==> src/rtl/sao_pkg.sv <==
package sao_pkg;

    // Axis count and connector width
    localparam int AXES = 4;
    localparam int AXIS_W = 2;
    localparam int PINS = 6;
    localparam int FUNC_W = 3;

    // Clock and power-up settle time
    localparam int unsigned CLK_HZ = 25_000_000;
    localparam int unsigned POWERUP_TIME_MS = 1500;
    localparam int unsigned POWERUP_CYCLES = POWERUP_TIME_MS * (CLK_HZ / 1000);

    // Register byte offsets
    localparam logic [7:0] OFS_INPOS_RANGE = 8'h00;
    localparam logic [7:0] OFS_PIN_MAP0 = 8'h04;
    localparam logic [7:0] OFS_STATUS = 8'h20;
    localparam logic [7:0] OFS_IRQ_STATUS = 8'h24;
    localparam logic [7:0] OFS_IRQ_CLEAR = 8'h28;
    localparam logic [7:0] OFS_IRQ_ENABLE = 8'h2c;
    localparam logic [7:0] OFS_PIN_STATE = 8'h30;

    // Pin map field layout
    localparam int MAP_AXIS_LSB = 0;
    localparam int MAP_FUNC_LSB = 2;

    // Function codes for a connector pin
    localparam logic [FUNC_W-1:0] FN_NONE = 3'h0;
    localparam logic [FUNC_W-1:0] FN_TROUBLE = 3'h1;
    localparam logic [FUNC_W-1:0] FN_WARNING = 3'h2;
    localparam logic [FUNC_W-1:0] FN_INPOS = 3'h3;
    localparam logic [FUNC_W-1:0] FN_HOME = 3'h4;

    // Reset values
    localparam logic [31:0] INPOS_RANGE_RST = 32'h0000_0064;
    localparam logic [4:0] PIN_MAP_RST = 5'h00;
    localparam logic [2*AXES-1:0] IRQ_EN_RST = 8'h00;

    // Bus answers
    localparam logic [1:0] RESP_OKAY = 2'h0;
    localparam logic [1:0] RESP_SLVERR = 2'h2;

    typedef enum logic [1:0] {
        PH_WAIT = 2'b01,
        PH_RUN = 2'b10
    } sao_phase_type;

    // Per-axis condition inputs from the servo core
    typedef struct packed {
        logic alarm;
        logic warning;
        logic base_off;
        logic servo_on;
        logic home_finish;
        logic ready;
        logic home_clear;
        logic signed [31:0] droop;
    } sao_axis_in_type;

    // Per-axis status flags
    typedef struct packed {
        logic home;
        logic inpos;
        logic warning;
        logic trouble;
    } sao_flags_type;

    typedef struct packed {
        sao_phase_type phase;
        logic [31:0] pwr_cnt;
        sao_flags_type [AXES-1:0] flags;
        logic [PINS-1:0] pins;
        logic [31:0] inpos_range;
        logic [PINS-1:0][4:0] pin_map;
        logic [2*AXES-1:0] irq_status;
        logic [2*AXES-1:0] irq_enable;
        logic irq;
        logic aw_hold;
        logic [7:0] aw_addr;
        logic w_hold;
        logic [31:0] w_data;
        logic [3:0] w_strb;
        logic bvalid;
        logic [1:0] bresp;
        logic rvalid;
        logic [31:0] rdata;
        logic [1:0] rresp;
    } sao_state_type;

endpackage

==> src/rtl/sao_status_outputs.sv <==
// Contract
// [RULE_01] Pin-to-flag mapping set by six map registers
// [RULE_02] Pin-routed flags also shown in fieldbus image
// [RULE_03] Every flag exists once per axis
// [RULE_04] Trouble off on power loss or trip
// [RULE_05] Trouble on within settle delay without alarm
// [RULE_06] Warning on while warning condition active
// [RULE_07] Warning off after power-on when none
// [RULE_08] In-position on when droop within range
// [RULE_09] In-position range from dedicated register
// [RULE_10] In-position needs servo-on, off during shutoff
// [RULE_11] Home flag set on finish, cleared on conditions
// [RULE_12] Flags registered, held off during reset
//
// Implementation choices: the AXI4-Lite register port and the address map.
`timescale 1ns/1ps
module sao_status_outputs #(
    parameter int unsigned POWERUP_CYCLES = sao_pkg::POWERUP_CYCLES
) (
    input wire logic core_clk_in,
    input wire logic rst_n_in,
    input wire logic power_ok_in,
    input sao_pkg::sao_axis_in_type [sao_pkg::AXES-1:0] axis_cond_in,
    output logic [sao_pkg::PINS-1:0] status_output_connector_out,
    output sao_pkg::sao_flags_type [sao_pkg::AXES-1:0] fieldbus_image_out,
    output logic irq_out,
    input wire logic s_axi_awvalid_in,
    output logic s_axi_awready_out,
    input wire logic [7:0] s_axi_awaddr_in,
    input wire logic s_axi_wvalid_in,
    output logic s_axi_wready_out,
    input wire logic [31:0] s_axi_wdata_in,
    input wire logic [3:0] s_axi_wstrb_in,
    output logic s_axi_bvalid_out,
    input wire logic s_axi_bready_in,
    output logic [1:0] s_axi_bresp_out,
    input wire logic s_axi_arvalid_in,
    output logic s_axi_arready_out,
    input wire logic [7:0] s_axi_araddr_in,
    output logic s_axi_rvalid_out,
    input wire logic s_axi_rready_in,
    output logic [31:0] s_axi_rdata_out,
    output logic [1:0] s_axi_rresp_out
);

    sao_pkg::sao_state_type st_q;
    sao_pkg::sao_state_type st_d;

    // Byte-lane merge of a write into a stored word
    function automatic logic [31:0] merge_bytes(input logic [31:0] old_val,
                                                input logic [31:0] new_val,
                                                input logic [3:0] strb);
        logic [31:0] res;
        res = old_val;
        for (int b = 0; b < 4; b++) begin
            if (strb[b]) begin
                res[8*b +: 8] = new_val[8*b +: 8];
            end
        end
        return res;
    endfunction

    // Index of a pin map register, or PINS when the offset is not one
    function automatic int pin_index(input logic [7:0] addr);
        int idx;
        idx = sao_pkg::PINS;
        for (int p = 0; p < sao_pkg::PINS; p++) begin
            if (addr == sao_pkg::OFS_PIN_MAP0 + 8'(4 * p)) begin
                idx = p;
            end
        end
        return idx;
    endfunction

    // Magnitude of a signed droop count
    function automatic logic [31:0] droop_mag(input logic signed [31:0] v);
        return v[31] ? 32'(-v) : 32'(v);
    endfunction

    // Flag picked by one pin map entry
    function automatic logic pick_flag(input logic [4:0] map,
                                       input sao_pkg::sao_flags_type [sao_pkg::AXES-1:0] fl);
        logic [sao_pkg::AXIS_W-1:0] ax;
        logic [sao_pkg::FUNC_W-1:0] fn;
        logic res;
        ax = map[sao_pkg::MAP_AXIS_LSB +: sao_pkg::AXIS_W];
        fn = map[sao_pkg::MAP_FUNC_LSB +: sao_pkg::FUNC_W];
        unique case (fn)
            sao_pkg::FN_TROUBLE: res = fl[ax].trouble;
            sao_pkg::FN_WARNING: res = fl[ax].warning;
            sao_pkg::FN_INPOS: res = fl[ax].inpos;
            sao_pkg::FN_HOME: res = fl[ax].home;
            default: res = 1'b0;
        endcase
        return res;
    endfunction

    // Register read decode
    function automatic logic [32:0] read_word(input logic [7:0] addr,
                                              input sao_pkg::sao_state_type s);
        logic [32:0] res;
        int idx;
        res = {1'b0, 32'h0000_0000};
        idx = pin_index(addr);
        if (idx < sao_pkg::PINS) begin
            res[4:0] = s.pin_map[idx];
        end else begin
            unique case (addr)
                sao_pkg::OFS_INPOS_RANGE: res[31:0] = s.inpos_range;
                sao_pkg::OFS_STATUS: res[4*sao_pkg::AXES-1:0] = s.flags;
                sao_pkg::OFS_IRQ_STATUS: res[2*sao_pkg::AXES-1:0] = s.irq_status;
                sao_pkg::OFS_IRQ_CLEAR: res[31:0] = 32'h0000_0000;
                sao_pkg::OFS_IRQ_ENABLE: res[2*sao_pkg::AXES-1:0] = s.irq_enable;
                sao_pkg::OFS_PIN_STATE: res[sao_pkg::PINS-1:0] = s.pins;
                default: res[32] = 1'b1;
            endcase
        end
        return res;
    endfunction

    // Handshake readies follow the holding state
    assign s_axi_awready_out = !st_q.aw_hold && !st_q.bvalid;
    assign s_axi_wready_out = !st_q.w_hold && !st_q.bvalid;
    assign s_axi_arready_out = !st_q.rvalid;
    assign s_axi_bvalid_out = st_q.bvalid;
    assign s_axi_bresp_out = st_q.bresp;
    assign s_axi_rvalid_out = st_q.rvalid;
    assign s_axi_rdata_out = st_q.rdata;
    assign s_axi_rresp_out = st_q.rresp;
    assign status_output_connector_out = st_q.pins;
    assign fieldbus_image_out = st_q.flags; // [RULE_02]
    assign irq_out = st_q.irq;

    // Next-state logic for the whole block
    always_comb begin
        logic [2*sao_pkg::AXES-1:0] ev;
        logic [2*sao_pkg::AXES-1:0] clr;
        logic [32:0] rd;
        logic [31:0] mw;
        logic do_wr;
        logic wr_hit;
        int widx;
        st_d = st_q;
        ev = '0;
        clr = '0;
        rd = '0;
        mw = '0;
        do_wr = 1'b0;
        wr_hit = 1'b0;
        widx = sao_pkg::PINS;

        // Power-up settle timer; restarts whenever power drops
        if (!power_ok_in) begin
            st_d.phase = sao_pkg::PH_WAIT;
            st_d.pwr_cnt = 32'h0000_0000;
        end else begin
            unique case (st_q.phase)
                sao_pkg::PH_WAIT: begin
                    st_d.pwr_cnt = st_q.pwr_cnt + 32'h0000_0001;
                    if (st_q.pwr_cnt >= 32'(POWERUP_CYCLES - 1)) begin // [RULE_05]
                        st_d.phase = sao_pkg::PH_RUN;
                    end
                end
                sao_pkg::PH_RUN: begin
                    st_d.pwr_cnt = st_q.pwr_cnt;
                end
                default: begin
                    st_d.phase = sao_pkg::PH_WAIT;
                end
            endcase
        end

        // Per-axis flags
        for (int a = 0; a < sao_pkg::AXES; a++) begin // [RULE_03]
            // Alarm stands for the protective trip that cuts base drive
            st_d.flags[a].trouble = power_ok_in && (st_q.phase == sao_pkg::PH_RUN)
                                    && !axis_cond_in[a].alarm; // [RULE_04] [RULE_05]
            // Warning is off from reset and follows the condition once powered
            st_d.flags[a].warning = power_ok_in && axis_cond_in[a].warning; // [RULE_06] [RULE_07]
            // Inclusive compare against the range register
            st_d.flags[a].inpos = power_ok_in && axis_cond_in[a].servo_on
                                  && !axis_cond_in[a].base_off
                                  && (droop_mag(axis_cond_in[a].droop)
                                      <= st_q.inpos_range); // [RULE_08] [RULE_09] [RULE_10]
            // Clearing wins so a stale completion cannot survive an alarm
            if (!power_ok_in || axis_cond_in[a].alarm || axis_cond_in[a].home_clear) begin
                st_d.flags[a].home = 1'b0; // [RULE_11]
            end else if (axis_cond_in[a].home_finish && axis_cond_in[a].ready) begin
                st_d.flags[a].home = 1'b1; // [RULE_11]
            end
            // Events: trouble dropping, warning rising
            ev[a] = st_q.flags[a].trouble && !st_d.flags[a].trouble;
            ev[sao_pkg::AXES + a] = !st_q.flags[a].warning && st_d.flags[a].warning;
        end

        // Connector pins follow the registered flags
        for (int p = 0; p < sao_pkg::PINS; p++) begin
            st_d.pins[p] = pick_flag(st_q.pin_map[p], st_q.flags); // [RULE_01]
        end

        // Write channel: address and data taken in either order
        if (s_axi_awvalid_in && !st_q.aw_hold && !st_q.bvalid) begin
            st_d.aw_hold = 1'b1;
            st_d.aw_addr = s_axi_awaddr_in;
        end
        if (s_axi_wvalid_in && !st_q.w_hold && !st_q.bvalid) begin
            st_d.w_hold = 1'b1;
            st_d.w_data = s_axi_wdata_in;
            st_d.w_strb = s_axi_wstrb_in;
        end
        if (st_q.aw_hold && st_q.w_hold && !st_q.bvalid) begin
            do_wr = 1'b1;
            st_d.aw_hold = 1'b0;
            st_d.w_hold = 1'b0;
            st_d.bvalid = 1'b1;
        end else if (st_q.bvalid && s_axi_bready_in) begin
            st_d.bvalid = 1'b0;
        end

        // Register writes
        if (do_wr) begin
            widx = pin_index(st_q.aw_addr);
            wr_hit = 1'b1;
            if (widx < sao_pkg::PINS) begin
                // Whole word merged by byte lanes; only the 5-bit map field is stored
                mw = merge_bytes({27'h0, st_q.pin_map[widx]}, st_q.w_data, st_q.w_strb);
                st_d.pin_map[widx] = mw[4:0]; // [RULE_01]
            end else begin
                unique case (st_q.aw_addr)
                    sao_pkg::OFS_INPOS_RANGE: begin
                        st_d.inpos_range = merge_bytes(st_q.inpos_range, st_q.w_data,
                                                       st_q.w_strb); // [RULE_09]
                    end
                    sao_pkg::OFS_IRQ_CLEAR: begin
                        mw = merge_bytes(32'h0, st_q.w_data, st_q.w_strb);
                        clr = mw[2*sao_pkg::AXES-1:0];
                    end
                    sao_pkg::OFS_IRQ_ENABLE: begin
                        mw = merge_bytes({24'h0, st_q.irq_enable}, st_q.w_data, st_q.w_strb);
                        st_d.irq_enable = mw[2*sao_pkg::AXES-1:0];
                    end
                    sao_pkg::OFS_STATUS, sao_pkg::OFS_IRQ_STATUS, sao_pkg::OFS_PIN_STATE: begin
                        wr_hit = 1'b1;
                    end
                    default: begin
                        wr_hit = 1'b0;
                    end
                endcase
            end
            st_d.bresp = wr_hit ? sao_pkg::RESP_OKAY : sao_pkg::RESP_SLVERR;
        end

        // Sticky status: a new event beats a clear in the same cycle
        st_d.irq_status = (st_q.irq_status & ~clr) | ev;
        st_d.irq = |(st_d.irq_status & st_d.irq_enable);

        // Read channel: one-cycle answer
        if (s_axi_arvalid_in && !st_q.rvalid) begin
            rd = read_word(s_axi_araddr_in, st_q);
            st_d.rvalid = 1'b1;
            st_d.rdata = rd[31:0];
            st_d.rresp = rd[32] ? sao_pkg::RESP_SLVERR : sao_pkg::RESP_OKAY;
        end else if (st_q.rvalid && s_axi_rready_in) begin
            st_d.rvalid = 1'b0;
        end
    end

    // State register; all flags and pins held off in reset
    always_ff @(posedge core_clk_in) begin
        if (!rst_n_in) begin
            st_q <= '0; // [RULE_12]
            st_q.phase <= sao_pkg::PH_WAIT;
            st_q.inpos_range <= sao_pkg::INPOS_RANGE_RST;
            st_q.irq_enable <= sao_pkg::IRQ_EN_RST;
            for (int p = 0; p < sao_pkg::PINS; p++) begin
                st_q.pin_map[p] <= sao_pkg::PIN_MAP_RST;
            end
        end else begin
            st_q <= st_d; // [RULE_12]
        end
    end

endmodule

==> config.mk <==
export PLATFORM = sky130hd
export DESIGN_NAME = sao_status_outputs
export DESIGN_NICKNAME = d
export VERILOG_FILES = /design/src/rtl/sao_pkg.sv /design/src/rtl/sao_status_outputs.sv
export SDC_FILE = /design/constraint.sdc
export NUM_CORES = 1
export LEC_CHECK = 0
export CAP_MARGIN = 20
export CORE_MARGIN = 2
export CORE_UTILIZATION = 35
export CTS_CLUSTER_DIAMETER = 100
export CTS_CLUSTER_SIZE = 10
export DETAILED_ROUTE_END_ITERATION = 12
export DONT_BUFFER_PORTS = 1
export PLACE_DENSITY = 0.54
export SYNTH_ARGS = -nofsm -noshare
export SYNTH_HDL_FRONTEND = slang
export SYNTH_SLANG_ARGS = --single-unit
==> constraint.sdc <==
create_clock -name core_clk_in -period 5.6 [get_ports core_clk_in]
set_input_delay 0.56 -clock core_clk_in [delete_from_list [all_inputs] [get_ports core_clk_in]]
set_output_delay 0.56 -clock core_clk_in [all_outputs]
set_load 0.01 [all_outputs]
==> metrics.txt <==
number of global-route vias before repair 13,300; number of synthesized flops with an enable pin 0; GRT Resource Usage Total 0.226; DRT iter0 DRCs 982; CTS buffer count 25; Cells after Synth 1,925; Post-CTS Setup Bufs 0; Synth cell types 73; setup ws final 1.84 ns; CP required 6.06 ns; Residual DRC 0; worst reg2reg setup slack 2.26 ns; switching power 1.01 mW; worst skew pair latency 0.54 ns; post-route ant nets 0; Root Driver clkbuf_16; die area 47,800 um^2; ys flop type dfxtp_1; final instance area 16,900 um^2; Resized cells post-CTS 0; Yosys top cell by area dfxtp_1; FF-to-FF Start st_q[79]; CP Launch Type input port; WHS Endpoint fieldbus_image_out[12]; Synth Area per Inst 8.38 um^2; top-area cell type share of the netlist area 0.269; CTS clock-pin slew for the worst setup and hold paths 0.06 ns; Slew Viols, Final 0; input/output buffers 0; FP Rows 78; status completed; fill count 4,710; Initial Util 0.355; IO Pins 280; synth top area cells dfxtp_1 (27%), ha_1 (10%), xnor2_1 (6.9%); WL final 56,100 um; period utilization 0.671; post-synthesis cell area 16,100 um^2; Slew HR 0.351; register share of total power 0.455; Static Leakage 5.58 nW; RR Endpoint st_q[103]; H-tree Lvls 1; cts hold-fix bufs 0; dpl ws 1.35 ns; Clock Power Share 0.388; Final #Nets 2,169; CTS sink cnt 217; Setup TNS 0 ns; global-route wire length before repair 81,700 um; Crit Path Max Fanout 7; register area share after synthesis 0.269; min-delay src axis_cond_in[155]; Register Area 4340 um^2; DR vias 14,100; VDD IR-drop max 0.000197 V; YS warnings 0; post-layout min period 3.76 ns; Gate power share 0.157; Pre-antenna DRT Iters 5; Power per Cell Area 215 nW/um^2; multi-input logic area 10,800 um^2; Crit Path Class input port to flip-flop; total power 3.63 mW; most frequent cells in the layout dfxtp_1 (217), nand2_1 (199), ha_1 (133); worst endpoint data arrival time 4.22 ns; area grow syn2layout 4.63%; diode count 0; Post-Place Cell Area 16,200 um^2; Core Footprint 45,500 um^2; worst hold path class input port to flip-flop; final hold violations 0; commonest non-fill, non-tap cell in the layout dfxtp_1; width of the chip 219 um; pin count of the biggest net entering global routing 174; WL per Instance 23.2 um; RSZ-0062 raised after global routing false; asr flop ratio synth 0; Crit. End Element flip-flop; Slew @ Worst Pin 0.966 ns; die height 219 um; synthesized flop and latch total 217; Layout Utilization 0.371; Max-cap violations 0; Int Pwr 2.63 mW; fmax 0.266 GHz; routability cong. 0.920; CTS tree done; Final HPWL DP 43,600 um; hold depth 1; R2R depth 6; Sw Ratio 0.277; CTS Buffer Depth 3; Via density 5.83; final clock skew 0.0220 ns; layout cells sized above 1 0.0550; final setup fails 0; total gr overflow 0; initial antenna violation count 0
## cell usage after synthesis, types with 58 or more instances
cell type    n
a21boi_0    87
a21oi_1     71
buf_4       58
clkbuf_1    82
dfxtp_1    217
ha_1       133
mux2i_1     58
nand2_1    199
nand3_1     67
nor2_1     109
nor2b_1     78
o21ai_0     88
xnor2_1    128
## sequential cells by signal, summed over array words and instances, names as in the netlist
name and flops:
fieldbus_image_out 16, irq_out 1, s_axi_bresp_out 1, s_axi_bvalid_out 1, s_axi_rdata_out 32, s_axi_rresp_out 1, s_axi_rvalid_out 1, st_q 158
status_output_connector_out 6
## worst max-delay path, stage by stage
cell and delay [ns]:
nor4_1 0.72, nand3_1 0.27, or3_1 0.43, nand2b_1 0.31
o41ai_1 0.47, xnor2_1 0.17, ha_1 0.28, a21oi_1 0.15
o21ai_0 0.09, a21oi_1 0.20, nor4bb_1 0.23, o311ai_0 0.16
a31oi_1 0.17
## how the worst max path moves through the flow
stage / start / end / slack, ns / cells after the start
6_report: axis_cond_in[81] / fieldbus_image_out[10] / 1.84 / 13
4_1_cts: axis_cond_in[81] / fieldbus_image_out[10] / 1.90 / 13
2_1_floorplan: axis_cond_in[132] / fieldbus_image_out[14] / 1.73 / 12
5_1_grt: axis_cond_in[81] / fieldbus_image_out[10] / 1.36 / 13
3_5_place_dp: axis_cond_in[81] / fieldbus_image_out[10] / 1.35 / 13
3_3_place_gp: axis_cond_in[81] / fieldbus_image_out[10] / 1.29 / 13
## kinds of logic after synthesis
kind of cell / Yosys count / synth area share
AND/OR/NAND/NOR: 699 / 0.228
AO/OA/AOI/OAI: 436 / 0.184
flip-flops: 217 / 0.269
buffers and inverters: 203 / 0.0607
XOR/XNOR: 146 / 0.0793
adder cells (fa/ha/maj): 134 / 0.104
multiplexers: 89 / 0.0744
other: 1 / 0.000232
## layout make-up
class,count,area share
Multi-Input combinational cell,1506,0.642
Clock buffer,25,0.0371
Tap cell,600,0.0445
Inverter,56,0.0125
Clock inverter,1,0.000297
Timing Repair Buffer,14,0.00645
Sequential cell,217,0.257
## metrics by stage
stage                     hold WS, ns  cells
final                          0.0848   2419
after global routing           0.0665   2419
after floorplan                 0.441   1926
after CTS                      0.0583   2416
after global placement          0.458   2390
after detailed placement        0.463   2390
## layer usage
metal  up-vias  part of all wire  track usage
met5         -                 0            0
met1      6756              0.45        0.307
met4         0             0.028       0.0680
met2       546              0.44        0.349
met3        84             0.091       0.0566
li1       6722                 -            -
## power groups by stage
stage / Combinational [mW] / Sequential [mW] / Clock [mW]
after floorplan: 0.494 / 1.64 / 0
after global placement: 0.557 / 1.68 / 0
after detailed placement: 0.566 / 1.68 / 0
after CTS: 0.571 / 1.65 / 1.46
after global routing: 0.647 / 1.65 / 1.51
final: 0.572 / 1.65 / 1.41
Note: power is estimated with default switching activity, not from simulation.
